$ cat src/design/mcru_regs.vh
`ifndef MCRU_REGS_VH
`define MCRU_REGS_VH
// Behaviour
// RL1: operands latched only on their clock bit
// RL2: new operands and result every cycle
// RL3: wide product or two 16-bit products
// RL4: signed 16x16 multiply to 32 bits
// RL5: unsigned 16x16 multiply to 32 bits
// RL6: four byte pairings, first to upper port
// RL7: operand bytes are unsigned 8-bit values
// RL8: ones count in low five bits
// RL9: count first, second, or both operands
// RL10: mirror first operand onto upper port
// RL11: leading one index in low four bits
// RL12: all-zero input gives value sixteen
// RL13: leading one index: second operand, lower port
// RL14: count and pass combinations per port
// RL15: pass first with second counted
// RL16: mirror first with second passed or counted
// RL17: load lower, upper, or both comparands
// RL18: equality flags per port against comparand
// RL19: unsigned greater-than flags per port
// RL20: port most significant bits as flags
// RL21: control picks one opcode, clocks when needed
// RL22: uncounted ports carry their named operand

// =====================================
// operation codes
`define MCRU_OP_W 5
`define MCRU_OP_PASS 5'h00
`define MCRU_OP_SMUL 5'h01
`define MCRU_OP_UMUL 5'h02
`define MCRU_OP_HM_UU_LL 5'h03
`define MCRU_OP_HM_UL_LU 5'h04
`define MCRU_OP_HM_LU_UL 5'h05
`define MCRU_OP_HM_LL_UU 5'h06
`define MCRU_OP_PC_PC 5'h07
`define MCRU_OP_RV_SC 5'h08
`define MCRU_OP_PC_PASS 5'h09
`define MCRU_OP_PC_SC 5'h0A
`define MCRU_OP_PASS_PC 5'h0B
`define MCRU_OP_PASS_SC 5'h0C
`define MCRU_OP_RV_PASS 5'h0D
`define MCRU_OP_RV_PC 5'h0E
`define MCRU_OP_LOAD_CL 5'h0F
`define MCRU_OP_LOAD_CH 5'h10
`define MCRU_OP_LOAD_CLCH 5'h11

// =====================================
// register byte offsets
`define MCRU_STATUS_OFS 8'h00
`define MCRU_RESULT_OFS 8'h04
`define MCRU_COMPARE_OFS 8'h08
`define MCRU_OPERAND_OFS 8'h0C

// =====================================
// status field positions
`define MCRU_ST_UPPER_EQ 0
`define MCRU_ST_LOWER_EQ 1
`define MCRU_ST_UPPER_GT 2
`define MCRU_ST_LOWER_GT 3
`define MCRU_ST_UPPER_MSB 4
`define MCRU_ST_LOWER_MSB 5
`define MCRU_ST_W 6

// =====================================
// reset values
`define MCRU_WORD_RST 16'h0000
`define MCRU_STATUS_RST 6'h00
`define MCRU_ZERO_INDEX 5'h10
`endif

$ cat src/design/mcru_byte_mul.v
// =====================================
// unsigned 8 by 8 multiplier
module mcru_byte_mul
(
   // operands
   input wire [7:0] mul_a,
   input wire [7:0] mul_b,
   // product
   output wire [15:0] mul_p
);

   assign mul_p = {8'h00, mul_a} * {8'h00, mul_b}; // [RL7]

endmodule // mcru_byte_mul

$ cat src/design/mcru_word_count.v
`include "mcru_regs.vh"
// =====================================
// ones count and leading one index of a word
module mcru_word_count
#(
   parameter WIDTH = 16
)
(
   // word
   input wire [WIDTH-1:0] word_in,
   // counts
   output reg [4:0] ones_count,
   output reg [4:0] leading_one_index
);

   integer i;

   always @*
   begin
      ones_count = 5'h00;
      leading_one_index = `MCRU_ZERO_INDEX; // [RL12]
      for (i = 0; i < WIDTH; i = i + 1)
      begin
         ones_count = ones_count + {4'h0, word_in[i]}; // [RL8]
         if (word_in[i])
         begin
            leading_one_index = i[4:0]; // [RL11]
         end
      end
   end

endmodule // mcru_word_count

$ cat src/design/mcru_unit.v
`include "mcru_regs.vh"
// =====================================
// multiply, count and reverse functional unit
module mcru_unit
(
   // clock and reset
   input wire hclk,
   input wire hresetn,
   // crossbar inputs
   input wire [15:0] crossbar_in_first,
   input wire [15:0] crossbar_in_second,
   // microinstruction control
   input wire clock_a_bit,
   input wire clock_b_bit,
   input wire [4:0] op_sel,
   // results
   output wire [15:0] upper_result,
   output wire [15:0] lower_result,
   // status flags
   output wire upper_eq_flag,
   output wire lower_eq_flag,
   output wire upper_gt_flag,
   output wire lower_gt_flag,
   output wire upper_msb_flag,
   output wire lower_msb_flag,
   // ahb-lite slave
   input wire hsel,
   input wire [31:0] haddr,
   input wire [1:0] htrans,
   input wire hwrite,
   input wire [2:0] hsize,
   input wire [31:0] hwdata,
   input wire hready,
   output wire hreadyout,
   output wire hresp,
   output wire [31:0] hrdata
);

   // =====================================
   // state
   reg [15:0] opa_reg;
   reg [15:0] opb_reg;
   reg [15:0] upper_comparand_reg;
   reg [15:0] lower_comparand_reg;
   reg [15:0] upper_reg;
   reg [15:0] lower_reg;
   reg [`MCRU_ST_W-1:0] status_reg;
   reg [31:0] hrdata_reg;
   reg wr_pend_reg;
   reg [7:0] wr_addr_reg;

   reg [15:0] upper_next;
   reg [15:0] lower_next;
   reg hold_result;
   reg [15:0] upper_comparand_next;
   reg [15:0] lower_comparand_next;
   reg [31:0] rd_next;

   wire [7:0] opa_high_byte;
   wire [7:0] opa_low_byte;
   wire [7:0] opb_high_byte;
   wire [7:0] opb_low_byte;
   wire [31:0] wide_product_signed;
   wire [31:0] wide_product_unsigned;
   wire [15:0] byte_prod_first;
   wire [15:0] byte_prod_second;
   reg [7:0] mul_first_a;
   reg [7:0] mul_first_b;
   reg [7:0] mul_second_a;
   reg [7:0] mul_second_b;
   wire [4:0] ones_count_a;
   wire [4:0] ones_count_b;
   wire [4:0] leading_one_index_b;
   wire [15:0] bit_mirror_a;
   wire [`MCRU_ST_W-1:0] status_next;
   wire addr_phase;
   wire ahb_wr;

   // =====================================
   // functions
   function [15:0] mirror16;
      input [15:0] w;
      integer k;
      begin
         for (k = 0; k < 16; k = k + 1)
         begin
            mirror16[15 - k] = w[k];
         end
      end
   endfunction

   function [15:0] widen5;
      input [4:0] c;
      begin
         widen5 = {11'h000, c};
      end
   endfunction

   // =====================================
   // operand registers
   always @(posedge hclk or negedge hresetn)
   begin
      if (!hresetn)
      begin
         opa_reg <= `MCRU_WORD_RST;
         opb_reg <= `MCRU_WORD_RST;
      end
      else
      begin
         if (clock_a_bit)
         begin
            opa_reg <= crossbar_in_first; // [RL1] [RL21]
         end
         if (clock_b_bit)
         begin
            opb_reg <= crossbar_in_second; // [RL1]
         end
      end
   end

   assign opa_high_byte = opa_reg[15:8]; // [RL7]
   assign opa_low_byte = opa_reg[7:0];
   assign opb_high_byte = opb_reg[15:8];
   assign opb_low_byte = opb_reg[7:0];

   // =====================================
   // arithmetic sections
   assign wide_product_signed = $signed(opa_reg) * $signed(opb_reg); // [RL4]
   assign wide_product_unsigned = opa_reg * opb_reg; // [RL5]
   assign bit_mirror_a = mirror16(opa_reg); // [RL10]

   // byte pairings, first product feeds the upper port
   always @*
   begin
      mul_first_a = opa_high_byte;
      mul_first_b = opb_high_byte;
      mul_second_a = opa_low_byte;
      mul_second_b = opb_low_byte;
      case (op_sel)
         `MCRU_OP_HM_UL_LU:
         begin
            mul_first_b = opb_low_byte; // [RL6]
            mul_second_b = opb_high_byte;
         end
         `MCRU_OP_HM_LU_UL:
         begin
            mul_first_a = opa_low_byte; // [RL6]
            mul_second_a = opa_high_byte;
            mul_second_b = opb_low_byte;
         end
         `MCRU_OP_HM_LL_UU:
         begin
            mul_first_a = opa_low_byte; // [RL6]
            mul_first_b = opb_low_byte;
            mul_second_a = opa_high_byte;
            mul_second_b = opb_high_byte;
         end
         default:
         begin
            mul_first_a = opa_high_byte;
         end
      endcase
   end

   mcru_byte_mul u_mul_first
   (
      .mul_a(mul_first_a),
      .mul_b(mul_first_b),
      .mul_p(byte_prod_first)
   );

   mcru_byte_mul u_mul_second
   (
      .mul_a(mul_second_a),
      .mul_b(mul_second_b),
      .mul_p(byte_prod_second)
   );

   mcru_word_count #(.WIDTH(16)) u_count_a
   (
      .word_in(opa_reg),
      .ones_count(ones_count_a),
      .leading_one_index()
   );

   mcru_word_count #(.WIDTH(16)) u_count_b
   (
      .word_in(opb_reg),
      .ones_count(ones_count_b),
      .leading_one_index(leading_one_index_b)
   );

   // =====================================
   // result selection
   always @*
   begin
      upper_next = opa_reg; // [RL22]
      lower_next = opb_reg; // [RL22]
      hold_result = 1'b0;
      case (op_sel)
         `MCRU_OP_PASS:
         begin
            upper_next = opa_reg; // [RL14]
            lower_next = opb_reg;
         end
         `MCRU_OP_SMUL:
         begin
            upper_next = wide_product_signed[31:16]; // [RL3] [RL4]
            lower_next = wide_product_signed[15:0];
         end
         `MCRU_OP_UMUL:
         begin
            upper_next = wide_product_unsigned[31:16]; // [RL3] [RL5]
            lower_next = wide_product_unsigned[15:0];
         end
         `MCRU_OP_HM_UU_LL, `MCRU_OP_HM_UL_LU, `MCRU_OP_HM_LU_UL, `MCRU_OP_HM_LL_UU:
         begin
            upper_next = byte_prod_first; // [RL3] [RL6]
            lower_next = byte_prod_second;
         end
         `MCRU_OP_PC_PC:
         begin
            upper_next = widen5(ones_count_a); // [RL8] [RL9]
            lower_next = widen5(ones_count_b);
         end
         `MCRU_OP_RV_SC:
         begin
            upper_next = bit_mirror_a; // [RL16]
            lower_next = widen5(leading_one_index_b); // [RL13]
         end
         `MCRU_OP_PC_PASS:
         begin
            upper_next = widen5(ones_count_a); // [RL9] [RL14]
            lower_next = opb_reg;
         end
         `MCRU_OP_PC_SC:
         begin
            upper_next = widen5(ones_count_a); // [RL14]
            lower_next = widen5(leading_one_index_b); // [RL13]
         end
         `MCRU_OP_PASS_PC:
         begin
            upper_next = opa_reg; // [RL9] [RL15]
            lower_next = widen5(ones_count_b);
         end
         `MCRU_OP_PASS_SC:
         begin
            upper_next = opa_reg; // [RL15]
            lower_next = widen5(leading_one_index_b); // [RL13]
         end
         `MCRU_OP_RV_PASS:
         begin
            upper_next = bit_mirror_a; // [RL16]
            lower_next = opb_reg;
         end
         `MCRU_OP_RV_PC:
         begin
            upper_next = bit_mirror_a; // [RL16]
            lower_next = widen5(ones_count_b);
         end
         `MCRU_OP_LOAD_CL, `MCRU_OP_LOAD_CH, `MCRU_OP_LOAD_CLCH:
         begin
            hold_result = 1'b1;
         end
         default:
         begin
            hold_result = 1'b1;
         end
      endcase
   end

   // =====================================
   // result and status registers, one result per cycle
   assign status_next[`MCRU_ST_UPPER_EQ] = (upper_next == upper_comparand_reg); // [RL18]
   assign status_next[`MCRU_ST_LOWER_EQ] = (lower_next == lower_comparand_reg); // [RL18]
   assign status_next[`MCRU_ST_UPPER_GT] = (upper_next > upper_comparand_reg); // [RL19]
   assign status_next[`MCRU_ST_LOWER_GT] = (lower_next > lower_comparand_reg); // [RL19]
   assign status_next[`MCRU_ST_UPPER_MSB] = upper_next[15]; // [RL20]
   assign status_next[`MCRU_ST_LOWER_MSB] = lower_next[15]; // [RL20]

   always @(posedge hclk or negedge hresetn)
   begin
      if (!hresetn)
      begin
         upper_reg <= `MCRU_WORD_RST;
         lower_reg <= `MCRU_WORD_RST;
         status_reg <= `MCRU_STATUS_RST;
      end
      else if (!hold_result)
      begin
         upper_reg <= upper_next; // [RL2]
         lower_reg <= lower_next;
         status_reg <= status_next;
      end
   end

   assign upper_result = upper_reg;
   assign lower_result = lower_reg;
   assign upper_eq_flag = status_reg[`MCRU_ST_UPPER_EQ];
   assign lower_eq_flag = status_reg[`MCRU_ST_LOWER_EQ];
   assign upper_gt_flag = status_reg[`MCRU_ST_UPPER_GT];
   assign lower_gt_flag = status_reg[`MCRU_ST_LOWER_GT];
   assign upper_msb_flag = status_reg[`MCRU_ST_UPPER_MSB];
   assign lower_msb_flag = status_reg[`MCRU_ST_LOWER_MSB];

   // =====================================
   // ahb-lite slave, zero wait states
   assign addr_phase = hsel & htrans[1] & hready;
   assign ahb_wr = wr_pend_reg & (wr_addr_reg == `MCRU_COMPARE_OFS);
   assign hreadyout = 1'b1;
   assign hresp = 1'b0;
   assign hrdata = hrdata_reg;

   // comparand loads; the microinstruction wins over a bus write
   always @*
   begin
      upper_comparand_next = upper_comparand_reg;
      lower_comparand_next = lower_comparand_reg;
      if (ahb_wr)
      begin
         upper_comparand_next = hwdata[31:16];
         lower_comparand_next = hwdata[15:0];
      end
      if (op_sel == `MCRU_OP_LOAD_CL || op_sel == `MCRU_OP_LOAD_CLCH)
      begin
         lower_comparand_next = crossbar_in_second; // [RL17]
      end
      if (op_sel == `MCRU_OP_LOAD_CH || op_sel == `MCRU_OP_LOAD_CLCH)
      begin
         upper_comparand_next = crossbar_in_first; // [RL17]
      end
   end

   // read data captured at the address phase
   always @*
   begin
      case (haddr[7:0])
         `MCRU_STATUS_OFS: rd_next = {26'h0000000, status_reg};
         `MCRU_RESULT_OFS: rd_next = {upper_reg, lower_reg};
         `MCRU_COMPARE_OFS: rd_next = {upper_comparand_next, lower_comparand_next};
         `MCRU_OPERAND_OFS: rd_next = {opa_reg, opb_reg};
         default: rd_next = 32'h00000000;
      endcase
      if (haddr[31:8] != 24'h000000)
      begin
         rd_next = 32'h00000000;
      end
   end

   always @(posedge hclk or negedge hresetn)
   begin
      if (!hresetn)
      begin
         upper_comparand_reg <= `MCRU_WORD_RST;
         lower_comparand_reg <= `MCRU_WORD_RST;
         hrdata_reg <= 32'h00000000;
         wr_pend_reg <= 1'b0;
         wr_addr_reg <= 8'h00;
      end
      else
      begin
         upper_comparand_reg <= upper_comparand_next;
         lower_comparand_reg <= lower_comparand_next;
         if (hready)
         begin
            wr_pend_reg <= addr_phase & hwrite & (haddr[31:8] == 24'h000000);
            wr_addr_reg <= haddr[7:0];
         end
         if (addr_phase & !hwrite)
         begin
            hrdata_reg <= rd_next;
         end
      end
   end

endmodule // mcru_unit

$ cat config.mk
export PLATFORM = sky130hd
export DESIGN_NAME = mcru_unit
export DESIGN_NICKNAME = d
export VERILOG_FILES = /design/src/design/mcru_byte_mul.v /design/src/design/mcru_word_count.v /design/src/design/mcru_unit.v
export VERILOG_INCLUDE_DIRS = /design/src /design/src/design
export SDC_FILE = /design/constraint.sdc
export NUM_CORES = 2
export LEC_CHECK = 0
export ABC_AREA = 1
export BUFFER_PORTS_ARGS = -buffer_cell sky130_fd_sc_hd__buf_4
export CORE_MARGIN = 4
export CORE_UTILIZATION = 25
export CTS_CLUSTER_DIAMETER = 30
export DETAILED_ROUTE_END_ITERATION = 10
export HOLD_SLACK_MARGIN = 0.15
export PLACE_DENSITY = 0.38
export SLEW_MARGIN = 0
export SYNTH_ARGS = -nofsm -noshare
export SYNTH_HDL_FRONTEND = slang
export SYNTH_SLANG_ARGS = --single-unit
$ cat constraint.sdc
create_clock -name hclk -period 6.8 [get_ports hclk]
set_input_delay 1.36 -clock hclk [delete_from_list [all_inputs] [get_ports hclk]]
set_output_delay 1.36 -clock hclk [all_outputs]
set_load 0.005 [all_outputs]
## Word level (Yosys, flattened, before mapping)

Index checks and enable logic that the tools add are counted.
Widths: inputs -> output; s select.

| word-level totals | value |
|---|---|
| bits in registers | 143 |
| bits of input ports | 113 |
| output and inout bits | 72 |
| word-level logic and storage cells | 118 |

| cells by class | value |
|---|---|
| $add $sub $neg | 30 |
| multiply operators | 4 |
| magnitude comparators | 2 |
| eq/ne operators | 23 |
| multiplexer cells | 28 |
| bitwise gates (word level) | 6 |
| reduce and logical (&&, ||, !) cells | 15 |

Operators with widths:

| operator | count |
|---|---|
| $pmux 16 s5 | 2 |
| $add 5x1->5 | 28 |
| $pmux 32 s4 | 1 |
| $mux 5 | 16 |
| $mul 16x16->32 | 2 |
| $mux 16 | 4 |
| $eq 5x4->1 const B | 8 |
| $eq 16x16->1 | 2 |
| $gt 16x16->1 | 2 |
| $mul 8x8->16 | 2 |
| $mux 32 | 1 |
| $mux 8 | 4 |
| $eq 8x4->1 const B | 3 |
| $logic_not 24->1 | 1 |
| $reduce_bool 24->1 | 1 |
| $eq 5x3->1 const B | 4 |
| $reduce_or 15->1 | 1 |
| $reduce_or 3->1 | 4 |
| $eq 5x2->1 const B | 2 |
| $eq 5x5->1 const B | 2 |
| $eq 8x3->1 const B | 1 |
| $logic_not 8->1 | 1 |
| $and 1x1->1 | 6 |
| $eq 5x1->1 const B | 1 |
| other kinds (6) | 9 |

## Logic depth before layout (Yosys ltp)

| depth | value |
|---|---|
| depth in word-level cells | 18 |
| mapped depth | 41 |
| depth with buffers taken out | 39 |

## By module

A second synthesis with hierarchy kept.

| second synthesis, totals | value |
|---|---|
| cells, all modules | 4415 |
| area, all modules | 30978.5 um^2 |

By module, submodules not included:

| module | instances | cells an instance | area each (um^2) |
|---|---|---|---|
| mcru_unit | 1 | 3509 | 25022.7 |
| mcru_byte_mul | 2 | 375 | 2396.0 |
| mcru_word_count (u_count_a) | 1 | 77 | 591.8 |
| mcru_word_count (u_count_b) | 1 | 79 | 571.8 |

## Worst setup path after synthesis

OpenSTA, ideal clock, no wires.

| timing path | value |
|---|---|
| kind | in2reg |
| start | in op_sel[0] |
| end | reg status_reg[2] |
| library setup time | 0.134 ns |
| arrival time | 6.793 ns |
| required time | 6.666 ns |
| slack | -0.127 ns |
| cell stages on the path | 33 |
| buffers on the path | 2 |
| cells stage by stage | nor2_2 > nand2_1 > nand2_1 > nand2_2 > buf_2 > buf_2 > nand2_1 > o21ai_0 > inv_1 > nand2_1 > fa_1 > inv_1 > fa_1 > fa_1 > inv_1 > fa_1 > inv_1 > ha_1 > nand2_1 > o21bai_1 > a21o_1 > or2_2 > a21oi_1 > nand3_1 > nand2_1 > inv_1 > ha_1 > a21oi_1 > o21ai_0 > a221oi_1 > o21ai_0 > nand2_1 > o21ai_0 |

| on the way | value |
|---|---|
| word-level cells in the longest chain between the ends | 6 |

Ends and longest elaborated chain:

| item | line | source |
|---|---|---|
| start, declared | mcru_unit.v:15 | `input wire [4:0] op_sel,` |
| $eq 5x3->1 | mcru_unit.v:139, mcru_unit.v:200 |  |
| $reduce_or 2->1 (no source line) | -- |  |
| $mux 8 | mcru_unit.v:139 | `case (op_sel)` |
| $mul 8x8->16 | mcru_byte_mul.v:12 | `assign mul_p = {8'h00, mul_a} * {8'h00, mul_b};` |
| $pmux 16 s5 * | mcru_unit.v:200 | `case (op_sel)` |
| named net upper_next[11] | mcru_unit.v:52 | `reg [15:0] upper_next;` |
| $gt 16x16->1 * | mcru_unit.v:276 | `` assign status_next[`MCRU_ST_UPPER_GT] = (upper_next > upper_comparand_reg); `` |
| end signal, assigned | mcru_unit.v:287 | `` status_reg <= `MCRU_STATUS_RST; `` |
| end signal, assigned | mcru_unit.v:293 | `status_reg <= status_next;` |
| end, declared | mcru_unit.v:47 | `` reg [`MCRU_ST_W-1:0] status_reg; `` |

Mark *: on every way through the listed nets, which the timed path passes. The rest lies on a longest branch.
A chain may end at the register's enable or synchronous reset.

## Worst setup path after layout

| timing path | value |
|---|---|
| start | reg opb_reg[4] |
| end | reg status_reg[2] |

| on the way | value |
|---|---|
| word-level cells in the longest chain between the ends | 4 |

Ends and longest elaborated chain:

| item | line | source |
|---|---|---|
| start, declared | mcru_unit.v:42 | `reg [15:0] opb_reg;` |
| start signal, assigned | mcru_unit.v:106 | `` opb_reg <= `MCRU_WORD_RST; `` |
| start signal, assigned | mcru_unit.v:116 | `opb_reg <= crossbar_in_second;` |
| parallel branches: the longest is 2 deep, another holds $mul 16x16->32 | -- |  |
| $pmux 16 s5 * | mcru_unit.v:200 |  |
| named net upper_next[12] | mcru_unit.v:52 |  |
| $gt 16x16->1 * | mcru_unit.v:276 |  |

Mark *: on every way through the listed nets, which the timed path passes.

==> impl_results.md <==
* Top cells by area, synth: fa_1, inv_1, nand2_1
* Period utilization at 1.04
* Die Width at 351 um
* CTS tree: yes
* CP top delay family: adder cells
* Final-report setup violation count at 4
* Maxcap violations at 0
* Post-synth ARST share at 1.00
* Drt pass-1 iters at 6
* Multi-input logic area at 23200 um2
* Max reg flops at 32
* Initial cell density of the core at 0.253
* Highest Clock Rate at approximately 140 MHz
* Post-synth EDFFs at 0
* Setup WS post-layout at -0.291 ns
* Top FF cell, synth: dfrtp_1
* Worst min path class: flip-flop to flip-flop
* Synthesized flop and latch total at 141
* Worst slew pin tran at between 0.9 and 1 ns
* DRC violations left at 0
* ANT nets after route at 0
* DR iter-0 viols at ~1800
* CP Data Required Time at ~7.1 ns
* Final cell count without fillers at 6258
* Slowest cell on crit path: fa_2
* Cells after DPL at approximately 6200
* Crit path arrival time at roughly 7.4 ns
* Reg area at between 3000 and 4000 um2
* Wire length on met1 at slightly below 60000 um
* Share of post-route cells with drive strength above 1 at 0.265
* Antenna cells at 0
* Nets at about 5600
* Setup CP Type: flip-flop to flip-flop
* Post-synthesis cell area at ~29000 um2
* Final hold vios at 0
* Largest net degree at the start of global routing at 80
* Syn avg cell area at 7.43 um2
* Vias per inst at between 4 and 5
* Yosys top cell area share at 0.307
* Syn_nets at between 4000 and 5000
* PortBufs at around 180
* Met2 WL at between 50000 and 60000 um
* Commonest non-fill, non-tap cell in the layout: inv_1
* First-pass GRT wire length at 187000 um
* Minimum clock period at around 7.1 ns
* CTS root buffer: clkbuf_16
* Die ar. at ~120000 um2
* Worst setup EP type: flip-flop
* Htree depth at 4
* Violated checks: negative setup slack
* Worst setup SP type: flip-flop
* Via count at roughly 28000
* Seq/Total Area, Yosys at 0.120
* Design area at ~40000 um2
* CP max FO at 5
* Skew final at 0.0146 ns
* Status: finished with violations
* Largest area contributor in the netlist: fa_1
* Clock buffer depth at 2
* Gr usage total at 0.201
* Final WL at ~120000 um
* Met3 WL at about 5100 um
* Row cnt at ~130
* Rel. slew slack at 0.345
* Clk sinks at between 100 and 150
* Core Util, Final at 0.343
* Post-synth cell types at between 60 and 70
* Buf+Inv Stages, Crit Path at 12
* Post-Place Cell Area at between 30000 and 40000 um2
* Post-DR wirelength/cell at slightly below 20 um
* Area growth, synth to finish at 35.9%
* Fill count at 12600
* Initial antenna violation count at 7
* Final Max Slew Viols at 0
* Most frequent cells in the layout: inv_1, nand2_1, buf_4
* Vias in the first global route at 29700
* Hold Buf Count CTS at 0
* Final HPWL DP at around 110000 um
* Io pins at about 190
* Total CTS buffers at 17
* Clock latency at the later pin of the worst-skew pair at 0.46 ns
* Max incr delay on CP at slightly above 0.6 ns
* Core Footprint at between 100000 and 150000 um2
* Die Span Y at ~350 um
* RSZ-0062 raised after global routing: yes
* Overflow after GRT at 0
* CP dominant cell by count: inv_1
* Synth warnings at 0
* Worst-path clk slew at ~0.07 ns
* Top sig layer: met5
* Mapped Cells at roughly 4000
* Gpl congestion at between 0.8 and 0.9
## path summary, 6_finish.rpt
check | from | slack, ns | cells after the start | endpoint
setup / recovery | opb_reg[4] | -0.29 | 34 | status_reg[2]
hold / removal | hrdata[23] | 0.48 | 2 | hrdata[23]
setup reg to reg | opb_reg[4] | -0.29 | 34 | status_reg[2]
hold reg to reg | hrdata[23] | 0.48 | 2 | hrdata[23]
max in group asynchronous | hresetn | 4.35 | 2 | opa_reg[12]
min in group asynchronous | hresetn | 0.98 | 1 | hrdata[2]
## worst reg2reg max path, delay by kind of cell, from the launching register on
kind                       cells  cell delay (ns)
and+or+nand+nor               10             1.14
AOI/OAI and AO/OA              4             0.77
DFF                            1             0.50
adders and majority gates      8             3.51
buffers and inverters         12             1.05
## Yosys cell counts, drive strengths merged (20+ instances only)
cell type  count
inv          976
nand2        946
fa           452
ha           273
nor2         253
o21ai        184
dfrtp        141
nand3        138
a21oi        134
clkbuf        94
nand4         78
a31oi         45
buf           38
nor3          30
o211ai        27
o21bai        20
xnor2         20
## metrics by stage
step	worst slack, ns	setup TNS (ns)	hold slack (ns)
3_3_place_gp	-0.975	-3.68	0.466
3_5_place_dp	-0.974	-3.70	0.466
6_report	-0.291	-1.00	0.481
4_1_cts	-0.388	-1.14	0.486
2_1_floorplan	0.00469	0	0.472
5_1_grt	-0.590	-2.11	0.513
## per-layer routing
| metal | global-route usage | vias to the layer above |
|---|---|---|
| li1 | - | 13600 |
| met1 | 0.283 | 13900 |
| met2 | 0.338 | 590 |
| met3 | 0.0234 | 84 |
| met4 | 0.0341 | 2 |
| met5 | 0 | - |
## area by class of cell
| type | count | area share |
|---|---|---|
| Multi-Input combinational cell | 2712 | 0.579 |
| Sequential cell | 141 | 0.0883 |
| Clock inverter | 14 | 0.00391 |
| Inverter | 979 | 0.0920 |
| Tap cell | 1524 | 0.0477 |
| Timing Repair Buffer | 870 | 0.178 |
| Clock buffer | 18 | 0.0110 |
## what timing repair did
| item | CTS | global route |
|---|---|---|
| cloned | 0 | 1 |
| resized for setup | 221 | 168 |
| buffers inserted | 16 | 15 |
| pin swaps | 75 | 98 |
| setup endpoints to repair | 4 | 4 |
## kinds of logic (layout without fill, tap and decap cells)
kind of cell	count (synthesis)	in the layout	share of synthesized area
muxes	6	6	0.00229
and+or+nand+nor	1477	1478	0.209
buffers and inverters	1111	1881	0.143
other	2	2	0.000255
adders and majority gates	725	725	0.423
DFF	141	141	0.120
AOI/OAI and AO/OA	474	474	0.0939
xor gates and xnor gates	27	27	0.00803
Power is not shown: default switching activity piles up to over one toggle a cycle in this logic, so the estimate is an artifact.
